--- src/logic/adcsf_params.svh ---
// How it works
// - Conversion end with ready set raises overrun
// - Status read clears general overrun unless re-set
// - Other channel disable never blocks ready flag
// - Result read during conversion end still flags overrun
// - Other channel disable during a repeat end still sets both overrun flags
// - Status read clears stale channel overruns
// - Channel disabled mid-conversion raises no end flag
// - Result read clears only its channel flag
// - Low power takes effect after next conversion
// - Only last-result read clears ready flag
`ifndef ADCSF_PARAMS_SVH
`define ADCSF_PARAMS_SVH
// Register byte offsets
`define ADCSF_CTRL_OFS      8'h00
`define ADCSF_MODE_OFS      8'h04
`define ADCSF_CHEN_OFS      8'h08
`define ADCSF_STAT_OFS      8'h10
`define ADCSF_LAST_OFS      8'h14
`define ADCSF_IST_OFS       8'h18
`define ADCSF_IMASK_OFS     8'h1C
`define ADCSF_RES_BASE      8'h20
`define ADCSF_RES_END       8'h3C
// Field positions
`define ADCSF_CTRL_START    0
`define ADCSF_MODE_LP       0
`define ADCSF_STAT_OVR_LSB  8
`define ADCSF_STAT_DATA_READY_FLAG     16
`define ADCSF_STAT_GOVR     17
`define ADCSF_STAT_SLEEP    18
`define ADCSF_LAST_CH_LSB   12
`define ADCSF_IRQ_DATA_READY_FLAG      0
`define ADCSF_IRQ_GOVR      1
`define ADCSF_IRQ_OVR       2
// Reset values
`define ADCSF_CHEN_RST      8'h00
`define ADCSF_IMASK_RST     3'h0
// Bus responses
`define ADCSF_RESP_OKAY     2'h0
`define ADCSF_RESP_SLVERR   2'h2
`endif

--- src/logic/adcsf_pkg.sv ---
package adcsf_pkg;
	localparam int ADCSF_NCH = 8;   // Channel count
	localparam int ADCSF_CHW = 3;   // Channel index width
	localparam int ADCSF_DW  = 10;  // Result width
	// End-of-conversion report from the core
	typedef struct packed {
		logic                 done;
		logic [ADCSF_CHW-1:0] ch;
		logic [ADCSF_DW-1:0]  data;
	} adcsf_conv_s;
	// Status flags kept by the block
	typedef struct packed {
		logic                 govr;
		logic                 data_ready_flag;
		logic [ADCSF_NCH-1:0] ovr;
		logic [ADCSF_NCH-1:0] eoc;
	} adcsf_flags_s;
endpackage

--- src/logic/adcsf_top.sv ---
// The AXI4-Lite register port and the register addresses were decided locally.
`timescale 1ns/1ps
`include "adcsf_params.svh"
module adcsf_top
	import adcsf_pkg::*;
(
	input  wire logic        aclk,
	input  wire logic        aresetn,
	input  wire logic [7:0]  s_axi_awaddr,
	input  wire logic        s_axi_awvalid,
	output logic             s_axi_awready,
	input  wire logic [31:0] s_axi_wdata,
	input  wire logic [3:0]  s_axi_wstrb,
	input  wire logic        s_axi_wvalid,
	output logic             s_axi_wready,
	output logic [1:0]       s_axi_bresp,
	output logic             s_axi_bvalid,
	input  wire logic        s_axi_bready,
	input  wire logic [7:0]  s_axi_araddr,
	input  wire logic        s_axi_arvalid,
	output logic             s_axi_arready,
	output logic [31:0]      s_axi_rdata,
	output logic [1:0]       s_axi_rresp,
	output logic             s_axi_rvalid,
	input  wire logic        s_axi_rready,
	input  wire adcsf_conv_s conv_in,
	output logic             conv_start,
	output logic             core_sleep,
	output logic             irq
);
	// Bus handshake state
	logic               bvalid_ff;
	logic [1:0]         bresp_ff;
	logic               rvalid_ff;
	logic [1:0]         rresp_ff;
	logic [31:0]        rdata_ff;
	// Software-visible control
	logic [ADCSF_NCH-1:0] chen_ff;
	logic [ADCSF_NCH-1:0] nxt_chen;
	logic                 lp_ff;
	logic [2:0]           imask_ff;
	logic [2:0]           ist_ff;
	// Core tracking
	logic                 start_ff;
	logic                 busy_ff;
	logic [ADCSF_NCH-1:0] dis_run_ff;  // Disabled while converting
	logic                 sleep_ff;
	// Flags and results
	adcsf_flags_s         flg_ff;
	adcsf_flags_s         nxt_flg;
	logic [ADCSF_DW-1:0]  res_mem [ADCSF_NCH];
	logic [ADCSF_DW-1:0]  last_data_ff;
	logic [ADCSF_CHW-1:0] last_ch_ff;
	// Decoded events
	logic                 wr_fire;
	logic                 rd_fire;
	logic                 rd_stat;
	logic                 rd_last;
	logic                 rd_cdr;
	logic [ADCSF_NCH-1:0] cdr_mask;    // Channel whose result is read
	logic                 ch_ok;
	logic                 evt;         // Accepted end of conversion
	logic [ADCSF_NCH-1:0] evt_mask;
	logic                 govr_set;
	logic [ADCSF_NCH-1:0] ovr_set;
	logic [31:0]          rd_mux;
	logic                 rd_hit;

	// True when the address falls in the result window
	function automatic logic res_hit(input logic [7:0] a);
		res_hit = (a >= `ADCSF_RES_BASE) && (a <= `ADCSF_RES_END) && (a[1:0] == 2'b00);
	endfunction

	// Channel index from a result-window address
	function automatic logic [ADCSF_CHW-1:0] res_idx(input logic [7:0] a);
		logic [7:0] d;
		d = a - `ADCSF_RES_BASE;
		res_idx = d[ADCSF_CHW+1:2];
	endfunction

	// Write and read acceptance; one of each in flight at most
	assign s_axi_awready = s_axi_awvalid & s_axi_wvalid & ~bvalid_ff;
	assign s_axi_wready  = s_axi_awready;
	assign wr_fire       = s_axi_awready;
	assign s_axi_arready = ~rvalid_ff;
	assign rd_fire       = s_axi_arvalid & s_axi_arready;
	assign s_axi_bvalid  = bvalid_ff;
	assign s_axi_bresp   = bresp_ff;
	assign s_axi_rvalid  = rvalid_ff;
	assign s_axi_rresp   = rresp_ff;
	assign s_axi_rdata   = rdata_ff;

	// Read side effects, taken on the accept edge
	assign rd_stat  = rd_fire & (s_axi_araddr == `ADCSF_STAT_OFS);
	assign rd_last  = rd_fire & (s_axi_araddr == `ADCSF_LAST_OFS);
	assign rd_cdr   = rd_fire & res_hit(s_axi_araddr);
	assign cdr_mask = rd_cdr ? (ADCSF_NCH'(1) << res_idx(s_axi_araddr)) : '0;

	// Enable register after this cycle's write
	always_comb begin
		nxt_chen = chen_ff;
		if (wr_fire && s_axi_awaddr == `ADCSF_CHEN_OFS && s_axi_wstrb[0]) begin
			nxt_chen = s_axi_wdata[ADCSF_NCH-1:0];
		end
	end

	// A disable in the same cycle as the end counts as disabled
	// Sampling both sides of the enable write closes the same-cycle gap
	assign ch_ok    = chen_ff[conv_in.ch] & nxt_chen[conv_in.ch] & ~dis_run_ff[conv_in.ch];
	assign evt      = conv_in.done & ch_ok;
	assign evt_mask = evt ? (ADCSF_NCH'(1) << conv_in.ch) : '0;
	assign ovr_set  = evt_mask & flg_ff.eoc;
	assign govr_set = evt & flg_ff.data_ready_flag;

	// Next flag values; every set wins over a clear in the same cycle
	always_comb begin
		nxt_flg = flg_ff;
		// End flags: a read of a result clears only its own channel
		nxt_flg.eoc = flg_ff.eoc & ~cdr_mask;
		if (rd_last) begin
			nxt_flg.eoc[last_ch_ff] = 1'b0;
		end
		nxt_flg.eoc = nxt_flg.eoc | evt_mask;
		// Channel overruns: status read clears, new overrun sets
		nxt_flg.ovr = (rd_stat ? '0 : flg_ff.ovr) | ovr_set;
		// Ready: only the last-result read clears it
		nxt_flg.data_ready_flag = (flg_ff.data_ready_flag & ~rd_last) | evt;
		// General overrun: status read clears it unless a new overrun sets it
		nxt_flg.govr = (flg_ff.govr & ~rd_stat) | govr_set;
	end

	// Flag storage
	always_ff @(posedge aclk) begin
		if (!aresetn) begin
			flg_ff <= '0;
		end else begin
			flg_ff <= nxt_flg;
		end
	end

	// Result storage; the array has no reset to stay a plain memory
	always_ff @(posedge aclk) begin
		if (evt) begin
			res_mem[conv_in.ch] <= conv_in.data;
		end
	end

	// Last result and its channel
	always_ff @(posedge aclk) begin
		if (!aresetn) begin
			last_data_ff <= '0;
			last_ch_ff   <= '0;
		end else if (evt) begin
			last_data_ff <= conv_in.data;
			last_ch_ff   <= conv_in.ch;
		end
	end

	// Control registers written by software
	always_ff @(posedge aclk) begin
		if (!aresetn) begin
			chen_ff  <= `ADCSF_CHEN_RST;
			lp_ff    <= 1'b0;
			imask_ff <= `ADCSF_IMASK_RST;
		end else begin
			chen_ff <= nxt_chen;
			if (wr_fire && s_axi_wstrb[0]) begin
				// Mode and mask only; enable handled above
				if (s_axi_awaddr == `ADCSF_MODE_OFS) begin
					lp_ff <= s_axi_wdata[`ADCSF_MODE_LP];
				end
				if (s_axi_awaddr == `ADCSF_IMASK_OFS) begin
					imask_ff <= s_axi_wdata[2:0];
				end
			end
		end
	end

	// Start pulse to the core, one cycle per control write with the start bit set
	always_ff @(posedge aclk) begin
		if (!aresetn) begin
			start_ff <= 1'b0;
		end else begin
			start_ff <= wr_fire && s_axi_wstrb[0] && s_axi_awaddr == `ADCSF_CTRL_OFS
				&& s_axi_wdata[`ADCSF_CTRL_START];
		end
	end
	assign conv_start = start_ff;

	// Busy from start until the core reports an end
	always_ff @(posedge aclk) begin
		if (!aresetn) begin
			busy_ff <= 1'b0;
		end else if (start_ff) begin
			busy_ff <= 1'b1;
		end else if (conv_in.done) begin
			busy_ff <= 1'b0;
		end
	end

	// Remember channels switched off during a running conversion
	// A re-enable does not undo the mark; that run's result is dropped
	always_ff @(posedge aclk) begin
		if (!aresetn) begin
			dis_run_ff <= '0;
		end else if (start_ff) begin
			dis_run_ff <= '0;
		end else if (busy_ff) begin
			dis_run_ff <= dis_run_ff | (chen_ff & ~nxt_chen);
		end
	end

	// Low power is entered at a conversion end, so an idle write waits
	// Limitation: an end on a disabled channel still puts the core to sleep
	always_ff @(posedge aclk) begin
		if (!aresetn) begin
			sleep_ff <= 1'b0;
		end else if (!lp_ff || start_ff) begin
			sleep_ff <= 1'b0;
		end else if (conv_in.done) begin
			sleep_ff <= 1'b1;
		end
	end
	assign core_sleep = sleep_ff;

	// Interrupt status, write one to clear, set wins
	always_ff @(posedge aclk) begin
		if (!aresetn) begin
			ist_ff <= '0;
		end else begin
			ist_ff <= (ist_ff & ~((wr_fire && s_axi_wstrb[0] && s_axi_awaddr == `ADCSF_IST_OFS)
				? s_axi_wdata[2:0] : 3'h0)) | {(|ovr_set), govr_set, evt};
		end
	end
	assign irq = |(ist_ff & imask_ff);

	// Read data selection
	// Returns the value before this cycle's read side effects apply
	always_comb begin
		rd_mux = '0;
		rd_hit = 1'b1;
		if (res_hit(s_axi_araddr)) begin
			rd_mux[ADCSF_DW-1:0] = res_mem[res_idx(s_axi_araddr)];
		end else begin
			unique case (s_axi_araddr)
				`ADCSF_CTRL_OFS:  rd_mux = '0;
				`ADCSF_MODE_OFS:  rd_mux[`ADCSF_MODE_LP] = lp_ff;
				`ADCSF_CHEN_OFS:  rd_mux[ADCSF_NCH-1:0] = chen_ff;
				`ADCSF_STAT_OFS: begin
					rd_mux[ADCSF_NCH-1:0] = flg_ff.eoc;
					rd_mux[`ADCSF_STAT_OVR_LSB +: ADCSF_NCH] = flg_ff.ovr;
					rd_mux[`ADCSF_STAT_DATA_READY_FLAG]  = flg_ff.data_ready_flag;
					rd_mux[`ADCSF_STAT_GOVR]  = flg_ff.govr;
					rd_mux[`ADCSF_STAT_SLEEP] = sleep_ff;
				end
				`ADCSF_LAST_OFS: begin
					rd_mux[ADCSF_DW-1:0] = last_data_ff;
					rd_mux[`ADCSF_LAST_CH_LSB +: ADCSF_CHW] = last_ch_ff;
				end
				`ADCSF_IST_OFS:   rd_mux[2:0] = ist_ff;
				`ADCSF_IMASK_OFS: rd_mux[2:0] = imask_ff;
				default:          rd_hit = 1'b0;
			endcase
		end
	end

	// Read answer one cycle after accept, held until taken
	always_ff @(posedge aclk) begin
		if (!aresetn) begin
			rvalid_ff <= 1'b0;
			rdata_ff  <= '0;
			rresp_ff  <= `ADCSF_RESP_OKAY;
		end else if (rd_fire) begin
			rvalid_ff <= 1'b1;
			rdata_ff  <= rd_mux;
			rresp_ff  <= rd_hit ? `ADCSF_RESP_OKAY : `ADCSF_RESP_SLVERR;
		end else if (s_axi_rready) begin
			rvalid_ff <= 1'b0;
		end
	end

	// Write answer one cycle after accept; unmapped gets an error
	always_ff @(posedge aclk) begin
		if (!aresetn) begin
			bvalid_ff <= 1'b0;
			bresp_ff  <= `ADCSF_RESP_OKAY;
		end else if (wr_fire) begin
			bvalid_ff <= 1'b1;
			bresp_ff  <= (s_axi_awaddr inside {`ADCSF_CTRL_OFS, `ADCSF_MODE_OFS,
				`ADCSF_CHEN_OFS, `ADCSF_IST_OFS, `ADCSF_IMASK_OFS})
				? `ADCSF_RESP_OKAY : `ADCSF_RESP_SLVERR;
		end else if (s_axi_bready) begin
			bvalid_ff <= 1'b0;
		end
	end

	// Checks on the flag logic
	AST_GOVR_SET: assert property (@(posedge aclk) disable iff (!aresetn)
		evt && flg_ff.data_ready_flag |=> flg_ff.govr)
		else $error("general overrun missed");
	AST_GOVR_CLR: assert property (@(posedge aclk) disable iff (!aresetn)
		rd_stat && !(evt && flg_ff.data_ready_flag) |=> !flg_ff.govr)
		else $error("general overrun not cleared by status read");
	AST_DATA_READY_FLAG_SET: assert property (@(posedge aclk) disable iff (!aresetn)
		evt && (nxt_chen != chen_ff) |=> flg_ff.data_ready_flag)
		else $error("ready lost during disable");
	AST_GOVR_CDR: assert property (@(posedge aclk) disable iff (!aresetn)
		rd_cdr && evt && flg_ff.data_ready_flag && !flg_ff.govr ##1 1'b1 |-> flg_ff.govr)
		else $error("overrun lost on result read");
	AST_BOTH_OVR: assert property (@(posedge aclk) disable iff (!aresetn)
		evt && flg_ff.data_ready_flag && |(evt_mask & flg_ff.eoc) |=> flg_ff.govr && (|flg_ff.ovr))
		else $error("overrun pair not set");
	AST_OVR_CLR: assert property (@(posedge aclk) disable iff (!aresetn)
		rd_stat && ovr_set == '0 |=> flg_ff.ovr == '0)
		else $error("channel overrun survives status read");
	AST_NO_EOC: assert property (@(posedge aclk) disable iff (!aresetn)
		conv_in.done && (dis_run_ff[conv_in.ch] || !nxt_chen[conv_in.ch])
		&& !flg_ff.eoc[conv_in.ch] |=> !flg_ff.eoc[$past(conv_in.ch)])
		else $error("end flag raised on disabled channel");
	AST_CDR_ONLY: assert property (@(posedge aclk) disable iff (!aresetn)
		rd_cdr && !rd_last |=> (flg_ff.eoc & ~$past(evt_mask)) ==
		($past(flg_ff.eoc) & ~$past(cdr_mask) & ~$past(evt_mask)))
		else $error("result read cleared a foreign end flag");
	AST_SLEEP: assert property (@(posedge aclk) disable iff (!aresetn)
		$rose(sleep_ff) |-> $past(conv_in.done) && $past(lp_ff))
		else $error("sleep entered without conversion end");
	AST_DATA_READY_FLAG_KEEP: assert property (@(posedge aclk) disable iff (!aresetn)
		flg_ff.data_ready_flag && !rd_last |=> flg_ff.data_ready_flag)
		else $error("ready cleared without last-result read");
	AST_EOC_SET: assert property (@(posedge aclk) disable iff (!aresetn)
		evt |=> flg_ff.eoc[last_ch_ff] && flg_ff.data_ready_flag)
		else $error("end of conversion not recorded");

	// Further flag checks
	AST_OVR_CH: assert property (@(posedge aclk) disable iff (!aresetn)
		evt && (evt_mask & flg_ff.eoc) != '0 |=> (flg_ff.ovr & $past(evt_mask)) != '0)
		else $error("channel overrun missed");
	AST_SLEEP_IDLE: assert property (@(posedge aclk) disable iff (!aresetn)
		lp_ff && !sleep_ff && !conv_in.done |=> !sleep_ff)
		else $error("sleep entered while idle");

	// Bus answers come exactly one cycle after the accept edge
	AST_B_ANS: assert property (@(posedge aclk) disable iff (!aresetn)
		wr_fire |=> s_axi_bvalid)
		else $error("write answer late");
	AST_R_ANS: assert property (@(posedge aclk) disable iff (!aresetn)
		rd_fire |=> s_axi_rvalid)
		else $error("read answer late");
endmodule

--- config.mk ---
export PLATFORM = sky130hd
export DESIGN_NAME = adcsf_top
export DESIGN_NICKNAME = d
export VERILOG_FILES = /design/src/logic/adcsf_pkg.sv /design/src/logic/adcsf_top.sv
export VERILOG_INCLUDE_DIRS = /design/src /design/src/logic
export SDC_FILE = /design/constraint.sdc
export NUM_CORES = 1
export LEC_CHECK = 0
export BUFFER_PORTS_ARGS = -buffer_cell sky130_fd_sc_hd__buf_4
export CAP_MARGIN = 25
export CORE_MARGIN = 2
export CORE_UTILIZATION = 55
export CTS_CLUSTER_SIZE = 24
export DETAILED_ROUTE_END_ITERATION = 10
export PLACE_DENSITY_LB_ADDON = 0.05
export SLEW_MARGIN = 20
export SYNTH_ARGS = -nofsm -noshare
export SYNTH_HDL_FRONTEND = slang
export SYNTH_SLANG_ARGS = --single-unit
--- constraint.sdc ---
create_clock -name aclk -period 5.6 [get_ports aclk]
set_input_delay 0.28 -clock aclk [delete_from_list [all_inputs] [get_ports aclk]]
set_output_delay 0.28 -clock aclk [all_outputs]
set_load 0.05 [all_outputs]
==> results of run 1 <==
==> worst reg2reg max path: stages, from the launching register on <==
cell and delay [ns]:
dfxtp_1 0.32, nand3b_1 0.25, nor4_4 0.85, mux2i_1 0.27, a2111o_1 0.50, nor3_1 0.61
buf_4 0.34
==> power breakdown <==
part           leakage [nW]  switching [mW]  internal, mW  total (mW)
Clock                 0.307           0.443         0.784        1.23
Combinational          1.34           0.143        0.0747       0.218
Sequential             1.37         0.00893          1.24        1.25
Total                  3.01           0.595          2.10        2.70
==> kinds of logic after synthesis <==
group	after synthesis
AND/OR/NAND/NOR	172
other	1
buffers and inverters	67
AO/OA/AOI/OAI	120
multiplexers	57
flip-flops	160
==> state kept, by name, indices dropped and copies added (netlist names), 8 cells and up <==
name,count
chen_ff,8
dis_run_ff,8
flg_ff,18
last_data_ff,10
res_mem,80
s_axi_rdata,19
==> worst max path at each step <==
stage | slack, ns | to | from
3_3_place_gp | 1.84 | res_mem[4][1]$_DFFE_PP_ | s_axi_awaddr[0]
3_5_place_dp | 1.83 | res_mem[4][8]$_DFFE_PP_ | s_axi_awaddr[0]
2_1_floorplan | 2.37 | ist_ff[2]$_SDFF_PN0_ | s_axi_bvalid$_SDFFE_PN0P_
5_1_grt | 1.88 | res_mem[4][2]$_DFFE_PP_ | s_axi_bvalid$_SDFFE_PN0P_
6_report | 2.16 | res_mem[4][1]$_DFFE_PP_ | s_axi_bvalid$_SDFFE_PN0P_
4_1_cts | 2.15 | res_mem[4][2]$_DFFE_PP_ | s_axi_bvalid$_SDFFE_PN0P_
==> cell usage in the layout (no fill, tap or decap), drive strengths merged, types with 13 or more instances in the layout <==
| cell type | netlist | routed |
|---|---|---|
| a21boi | 14 | 14 |
| a21oi | 20 | 20 |
| a31oi | 13 | 13 |
| buf | 27 | 86 |
| clkbuf | 24 | 19 |
| conb | 1 | 15 |
| dfxtp | 80 | 80 |
| edfxtp | 80 | 80 |
| inv | 16 | 16 |
| mux2i | 29 | 29 |
| mux4 | 21 | 21 |
| nand2 | 55 | 55 |
| nand3 | 17 | 17 |
| nor2 | 36 | 36 |
| nor2b | 21 | 21 |
| o21ai | 20 | 20 |
==> through the flow <==
step,total power [mW],instances
6_report,2.70,826
5_1_grt,2.78,826
4_1_cts,2.71,826
3_5_place_dp,1.49,794
3_3_place_gp,1.49,792
2_1_floorplan,1.43,591
==> cell type report <==
type / instances / area share
repair buffers: 86 / 0.0791
inverters: 16 / 0.00735
well taps: 168 / 0.0257
clock buffers: 19 / 0.0530
multi-input cells: 364 / 0.321
flip-flops and latches: 160 / 0.490
clock inverters: 13 / 0.0237
==> layer usage <==
metal | vias to the layer above | wire length [µm]
li1 | 2271 | -
met3 | 27 | 1120
met4 | 0 | 314
met2 | 183 | 8200
met5 | - | 0
met1 | 2444 | 7240
==> flow_summary_export.csv, run 1 <==
group,metric,value,unit
outcome,outcome,"finished, final reports clean",
synth,synth_compound_area_frac,0.123,
synth,synthTopCellsByCount,"dfxtp_1 (80), edfxtp_1 (80), nand2_1 (55)",
cts,clock-sinks,160,
routing,finalWirelength,16900,µm
power,leakage,3.01,nW
placed_design,post_dp_cell_area,7550,µm²
routing,vias,4925,
critical_path,critPathBufInv,1,
synth,synth_simple_gate_area_frac,0.126,
cells_and_area,drive_gt1_frac,0.222,
cts,cts_buffers,17,
global_routing,grt_antenna_before_repair,0,
timing,max_freq,290,MHz
cts,cts-root-buf,"clkbuf_16",
synth,synth_xor_area_frac,0,
timing,hold_viol_final,0,
placed_design,pre_cts_ws,1.83,ns
timing,fin_crit_sh,0.615,
timing,worst_slack,2.16,ns
job,maxCapViolCount,0,
synth,synth_cell_types,58,
cts,clock_latency,0.42,ns
timing,slew_headroom,0.328,
hold_path,min_delay_worst_endpoint,"conv_start$_SDFF_PN0_",
cells_and_area,syn_to_final_growth,18.4,%
timing,fin_crit,3.44,ns
routing,ant_nets,0,
global_routing,use_met2,0.421,
power,ir_worst_vdd,244,µV
synth,synth_edf_count,80,
floorplanning,coreArea,12100,µm²
cells_and_area,final_nets,718,
synth,ys_ff_latch,160,
global_routing,met1_usage,0.354,
cts,post-cts-setup-buffers,0,
critical_path,rr_endpoint,"res_mem[4][1]$_DFFE_PP_",
synth,ys_seq_area_frac,0.580,
hold_path,hold_path.class,"in -> reg",
critical_path,critPathKind,"reg -> reg",
cells_and_area,fin_util,0.675,
global_routing,grt_overflow,0,
floorplanning,start_util,0.570,
synth,async_reset_ff_frac,0,
global_routing,groute.layer.met3.usage,0.0696,
synth,synth.area.top_cells,"edfxtp_1 (35%), dfxtp_1 (23%), mux4_2 (6.9%)",
global_routing,grt_pass1_wl,26000,µm
critical_path,max_stage_delay,0.85,ns
synth,netlist_area,6900,µm²
global_routing,grt_start_max_net_pins,86,
timing,tightestPinTransition,1.01,ns
synth,synth_top_area_share,0.348,
critical_path,cp.required,5.72,ns
cells_and_area,final_area,8170,µm²
floorplanning,pin_count,117,
placed_design,gp_congestion,0.968,
global_routing,busiest_layer,"met2",
critical_path,crit_arrival,3.57,ns
critical_path,slowest_stage,"nor4_4",
timing,final-setup-viol-count,0,
timing,slew_viol_final,0,
global_routing,grtUsageTotal,0.264,
routing,viasPerCell,5.96,
placed_design,io_buffers,74,
synth,synth_area_per_cell,12.0,µm²
critical_path,r2r_cells,6,
cells_and_area,regArea,4000,µm²
timing,whs,0.0736,ns
hold_path,holdCritStartpoint,"s_axi_awaddr[4]",
global_routing,grt_pass1_vias,4754,
cells_and_area,multi_input_area,2630,µm²
synth,synth_ff_type,"edfxtp_1",
cells_and_area,n_antenna_cell,0,
routing,drt_iter0_drc,508,
hold_path,hold_depth,2,
timing,grt_setup_unrepaired,"false",
cts,cts_tree,"done",
placed_design,dpl.hpwl,10900,µm
critical_path,cp_top_family,"simple AND/OR/NAND/NOR gates",
critical_path,r2r_slack,2.16,ns
routing,wire_per_inst,20.4,µm
synth,synth_top_family_by_area,"simple AND/OR/NAND/NOR gates",
synth,synthMuxAreaShare,0.122,
critical_path,endpoint_kind,"flip-flop",
floorplanning,rows,40,
floorplanning,die_h,116,µm
critical_path,start_kind,"flip-flop",
cts,clkTransAtPathRegs,0.06,ns
synth,synth_cells,577,
critical_path,path_cells,"nand3b_1, nor4_4, mux2i_1, a2111o_1, nor3_1, buf_4",
synth,synth-adder-area-share,0,
routing,dr.pass1.iters,6,
critical_path,path_max_fanout,12,
power,p_per_area,330,nW/µm²
routing,drc,0,
critical_path,cp_num_cells,6,
cts,h-tree-depth,4,
cts,ctsResizeCount,0,
floorplanning,die-area,13500,µm²
synth,synth_area_leader_cell,"edfxtp_1",
timing,fin_worst_skew,0.00550,ns
floorplanning,die_w,116,µm
synth,yosysWarnings,0,
timing,fin_setup_tns,0,ns
cts,clock_path_buffers,2,
cells_and_area,fill_cells,958,
cts,hold_buffers,0,
critical_path,r2r-start,"s_axi_bvalid$_SDFFE_PN0P_",
(Power assumes the default switching activity.)
==> run 2: changes to the inputs <==
clock period = 3.5 ns   (was 5.6 ns; I/O delays follow)
==> run 2 against run 1 <==
Sequential cell count is the same; non-clock buffer count grew 21; hold slack lost 0.053 ns; combinational power grew 66%; clock-buffer cell count grew 11; via count grew 2.4%; design area grew 0.72%; sequential share of layout area shrank 0.35 points; global-route usage grew 0.26 points; wire length grew 0.43%; total power grew 47%; clock skew is essentially flat; largest cell class unchanged; largest power group unchanged; highest routed layer unchanged.
==> flow_summary_export.csv, run 2 (synthesis gave the netlist of run 1 again) <==
group,metric,value,unit
timing,fin_crit,3.21,ns
timing,hold_viol_final,0,
routing,drc,0,
cells_and_area,final_area,8230,µm²
routing,vias,5042,
critical_path,crit_arrival,3.32,ns
floorplanning,die-area,13500,µm²
cells_and_area,largest_reg_flops,80,
cells_and_area,final_cell_mix,"buf_4 (93), dfxtp_1 (80), edfxtp_1 (80)",
placed_design,io_buffers,74,
critical_path,path_max_fanout,10,
routing,finalWirelength,17000,µm
power,p_per_area,480,nW/µm²
cells_and_area,regArea,4000,µm²
critical_path,max_stage_delay,0.53,ns
cts,cts_buffers,17,
global_routing,grt_pass1_vias,4724,
power,clkPwrFrac,0.401,
power,p_int,3.04,mW
critical_path,critPathKind,"in -> reg",
routing,wire_per_inst,20.0,µm
job,maxCapViolCount,0,
timing,max_freq,312,MHz
routing,ant_nets,0,
routing,dr.pass1.iters,5,
cells_and_area,layout_commonest_cell,"buf_4",
critical_path,start_kind,"input port",
cells_and_area,fin_util,0.680,
critical_path,critPathMostFrequentCell,"buf_4",
timing,fin_setup_tns,0,ns
timing,fin_crit_sh,0.916,
power,power_switching_share,0.230,
timing,fin_worst_skew,0.00564,ns
cells_and_area,multi_input_area,2630,µm²
cts,post-cts-setup-buffers,0,
placed_design,pre_cts_ws,0.316,ns
critical_path,path_cells,"dlygate4sd3_1, buf_4, or4bb_1, nor4_4, mux2i_1, a221o_1, nor4_2, buf_4",
cts,cts_tree,"done",
timing,slew_headroom,0.469,
critical_path,endpoint_kind,"flip-flop",
global_routing,grt_antenna_before_repair,0,
placed_design,place_inst,801,
critical_path,slowest_stage,"dlygate4sd3_1",
cts,clock_path_buffers,2,
cts,h-tree-depth,4,
cells_and_area,n_antenna_cell,0,
global_routing,grt_start_max_net_pins,86,
outcome,outcome,"finished, final reports clean",
floorplanning,start_util,0.570,
cts,cts-root-buf,"clkbuf_16",
power,switchingPower,0.908,mW
power,ir_worst_vdd,335,µV
placed_design,gp_congestion,0.922,
floorplanning,die_w,116,µm
cts,clock_latency,0.43,ns
cells_and_area,final_nets,739,
timing,final-setup-viol-count,0,
power,combPwrFrac,0.092,
cells_and_area,instances_no_fill,847,
global_routing,grt_pass1_wl,26000,µm
hold_path,hold_path.class,"in -> reg",
power,total_power,3.95,mW
floorplanning,die_h,116,µm
cts,clock-sinks,160,
power,seqPwrFrac,0.507,
cells_and_area,drive_gt1_frac,0.215,
floorplanning,rows,40,
cells_and_area,fill_cells,961,
timing,grt_setup_unrepaired,"false",
placed_design,post_dp_cell_area,7600,µm²
critical_path,cp.required,3.62,ns
global_routing,grt_overflow,0,
power,leakage,3.04,nW
timing,whs,0.0207,ns
timing,worst_slack,0.294,ns
floorplanning,coreArea,12100,µm²
global_routing,grtUsageTotal,0.266,
routing,viasPerCell,5.95,
floorplanning,pin_count,117,
timing,slew_viol_final,0,
cells_and_area,syn_to_final_growth,19.2,%
placed_design,dpl.hpwl,11000,µm
routing,drt_iter0_drc,561,
cts,clkTransAtPathRegs,0.06,ns
timing,tightestPinTransition,0.796,ns
cells_and_area,regMostFlops,"res_mem",
-- run 2: cell count changes in the layout (fill, tap and decap cells not counted), sizes merged --
cell / before / now
bufinv: 5 / 0
clkbuf: 19 / 30
dlygate4sd3: 0 / 14
buf: 86 / 93
clkinv: 8 / 2
-- run 2: path summary, 6_finish.rpt --
check / endpoint / start / slack (ns) / cells after the start
max: res_mem[0][9]$_DFFE_PP_ / s_axi_awaddr[4] / 0.29 / 8
min: chen_ff[4]$_SDFF_PN0_ / s_axi_wdata[4] / 0.02 / 3
max reg2reg: res_mem[0][9]$_DFFE_PP_ / s_axi_bvalid$_SDFFE_PN0P_ / 0.54 / 6
min reg2reg: dis_run_ff[7]$_SDFFE_PP0P_ / dis_run_ff[7]$_SDFFE_PP0P_ / 0.46 / 2
-- run 2: area by class of cell --
| type | instances | area share |
|---|---|---|
| clock inverters | 2 | 0.00122 |
| repair buffers | 107 | 0.102 |
| flip-flops and latches | 160 | 0.486 |
| multi-input cells | 364 | 0.319 |
| clock buffers | 30 | 0.0588 |
| inverters | 16 | 0.00730 |
| well taps | 168 | 0.0255 |
-- run 2: per-layer routing --
| layer | vias to the layer above | share of wire | track usage | wire length, µm |
|---|---|---|---|---|
| met2 | 217 | 0.47 | 0.411 | 8010 |
| met3 | 36 | 0.078 | 0.0513 | 1320 |
| met5 | - | 0 | 0 | 0 |
| li1 | 2312 | - | - | - |
| met1 | 2477 | 0.43 | 0.372 | 7220 |
| met4 | 0 | 0.024 | 0.113 | 400 |
-- run 2: worst max-delay path: cells and delay by family --
kind	cells	cell delay, ns
AND/OR/NAND/NOR	3	1.50
buffers and inverters	3	1.00
AO/OA/AOI/OAI	1	0.44
multiplexers	1	0.20
-- run 2: what timing repair did --
action	in CTS	in global routing
setup endpoints to repair	0	0
hold buffers	14	0
hold endpoints to repair	82	0
gates resized for setup	0	0
-- run 2: power groups by stage --
stage	logic, mW	clock network (mW)	registers (mW)
after floorplan	0.201	0	2.08
after global placement	0.344	0	2.04
after detailed placement	0.349	0	2.04
after CTS	0.362	1.60	2.00
after global routing	0.388	1.69	2.00
final	0.362	1.58	2.00
==> run 3: changes to the inputs <==
CORE_UTILIZATION = 47   (was 55)
TNS_END_PERCENT = 50   (was not set)
==> run 3 against run 2 <==
Global-route usage down 4.2 points; highest routed layer unchanged; first-iteration DRC count down 39%; register-to-register slack better by 0.42 ns; critical endpoint is now res_mem[4][3]$_DFFE_PP_; via count down 2.9%; combinational power about the same; fmax up 20%; clock power up 23%; clock skew up 0.0027 ns; wire length up 1.6%.
==> flow_summary_export.csv, run 3 (synthesis gave the netlist of run 1 again) <==
group,metric,value,unit
cells_and_area,final_nets,739,
timing,slew_headroom,0.420,
routing,drt_iter0_drc,343,
routing,dr.pass1.iters,7,
floorplanning,die-area,15700,µm²
timing,max_freq,375,MHz
cts,ctsResizeCount,0,
power,switchingPower,1.00,mW
routing,wire_per_inst,20.0,µm
timing,hold_viol_final,0,
cells_and_area,final_cell_mix,"buf_4 (93), dfxtp_1 (80), edfxtp_1 (80)",
cells_and_area,multi_input_area,2640,µm²
cts,post-cts-setup-buffers,0,
timing,fin_crit,2.67,ns
floorplanning,start_util,0.479,
critical_path,slowest_stage,"dlygate4sd3_1",
critical_path,r2r_slack,0.96,ns
critical_path,cp_top_family,"buffers and inverters",
floorplanning,coreArea,14400,µm²
cts,clock_path_buffers,2,
cts,cts-root-buf,"clkbuf_16",
power,ir_worst_vdd,357,µV
timing,slew_viol_final,0,
power,clkPwrFrac,0.452,
power,combPwrFrac,0.084,
critical_path,critPathBufInv,4,
cts,clkTransAtPathRegs,0.06,ns
cells_and_area,n_antenna_cell,0,
placed_design,gp_congestion,0.886,
cts,h-tree-depth,4,
cells_and_area,fill_cells,1239,
hold_path,min_delay_worst_endpoint,"core_sleep$_SDFFE_PP0P_",
global_routing,grt_pass1_vias,4826,
cells_and_area,syn_to_final_growth,21.5,%
timing,fin_setup_tns,0,ns
power,leakage,3.10,nW
critical_path,critPathMostFrequentCell,"buf_4",
cells_and_area,largest_reg_flops,80,
timing,fin_worst_skew,0.00834,ns
routing,finalWirelength,17200,µm
floorplanning,rows,44,
critical_path,r2r-start,"s_axi_bvalid$_SDFFE_PN0P_",
routing,dr_wl_met2,7930,µm
power,seqPwrFrac,0.464,
critical_path,path_max_fanout,7,
timing,grt_setup_unrepaired,"false",
placed_design,io_buffers,74,
cts,clock_latency,0.43,ns
timing,tightestPinTransition,0.868,ns
global_routing,grt_pass1_wl,26700,µm
hold_path,holdCritStartpoint,"conv_in[13]",
routing,viasPerCell,5.68,
floorplanning,die_h,125,µm
job,maxCapViolCount,0,
timing,fin_crit_sh,0.762,
global_routing,grt_start_max_net_pins,86,
power,total_power,4.31,mW
outcome,outcome,"finished, final reports clean",
cells_and_area,layout_commonest_cell,"buf_4",
floorplanning,die_w,125,µm
critical_path,max_stage_delay,0.53,ns
cts,cts_tree,"done",
hold_path,hold_path.class,"in -> reg",
routing,drc,0,
critical_path,start_kind,"input port",
routing,vias,4898,
cells_and_area,regMostFlops,"res_mem",
routing,dr_wl_met3,917,µm
cts,cts_buffers,17,
power,p_int,3.31,mW
timing,final-setup-viol-count,0,
cts,clock-sinks,160,
routing,wirelength_met1,7950,µm
critical_path,path_cells,"dlygate4sd3_1, buf_4, or4bb_1, nor4_4, buf_4, nor3_1, a2111o_1, nor3_1, buf_4",
floorplanning,pin_count,117,
critical_path,endpoint_kind,"flip-flop",
hold_path,hold_depth,3,
power,p_per_area,514,nW/µm²
critical_path,cp.required,3.63,ns
global_routing,grtUsageTotal,0.225,
cells_and_area,regArea,4000,µm²
critical_path,rr_endpoint,"res_mem[4][3]$_DFFE_PP_",
critical_path,critPathKind,"in -> reg",
global_routing,grt_overflow,0,
cells_and_area,drive_gt1_frac,0.232,
cts,hold_buffers,14,
critical_path,crit_arrival,2.80,ns
routing,maxUsedRoutingLayer,"met4",
routing,ant_nets,0,
critical_path,r2r_cells,7,
power,power_switching_share,0.232,
global_routing,grt_antenna_before_repair,0,
placed_design,dpl.hpwl,11200,µm
[run 3: power groups by stage]
| stage | Clock [mW] | Combinational (mW) | Sequential (mW) |
|---|---|---|---|
| after floorplan | 0 | 0.201 | 2.08 |
| after global placement | 0 | 0.345 | 2.04 |
| after detailed placement | 0 | 0.351 | 2.04 |
| after CTS | 1.98 | 0.364 | 2.00 |
| after global routing | 2.06 | 0.388 | 2.00 |
| final | 1.95 | 0.362 | 2.00 |
[run 3: how the worst max path moves through the flow]
stage	cells past startpoint	startpoint	end
after floorplan	7	s_axi_bvalid$_SDFFE_PN0P_	ist_ff[2]$_SDFF_PN0_
after global placement	8	s_axi_awaddr[0]	res_mem[4][0]$_DFFE_PP_
after detailed placement	8	s_axi_awaddr[0]	res_mem[4][2]$_DFFE_PP_
after CTS	9	s_axi_awaddr[3]	res_mem[4][5]$_DFFE_PP_
after global routing	9	s_axi_awaddr[3]	res_mem[4][5]$_DFFE_PP_
final	9	s_axi_awaddr[3]	res_mem[4][3]$_DFFE_PP_
[run 3: area by class of cell]
type,count,share of cell area
inverters,16,0.00716
well taps,184,0.0275
clock buffers,18,0.0512
clock inverters,13,0.0222
repair buffers,107,0.100
multi-input cells,364,0.315
flip-flops and latches,160,0.477
[run 3: through the flow]
stage | setup WS (ns) | cells | cell area, µm² | utilization | hold slack, ns
floorplan | 0.271 | 591 | 6960 | - | 0.251
detailed placement | 0.754 | 817 | 7630 | 0.529 | 0.398
CTS | 0.833 | 862 | 8390 | 0.581 | 0.0200
global placement | 0.743 | 817 | 7630 | 0.529 | 0.394
global route | 0.630 | 862 | 8390 | 0.581 | 0.0172
finish | 0.834 | 862 | 8390 | 0.581 | 0.0266
[run 3: metal layers]
layer,track usage,up-vias
li1,-,2308
met1,0.307,2411
met2,0.352,150
met3,0.0466,29
met4,0.0922,0
met5,0,-
[run 3: tightest hold or removal path: stages]
cell     delay [ns]
buf_4          0.10
o21ai_0        0.07
nor2_1         0.07
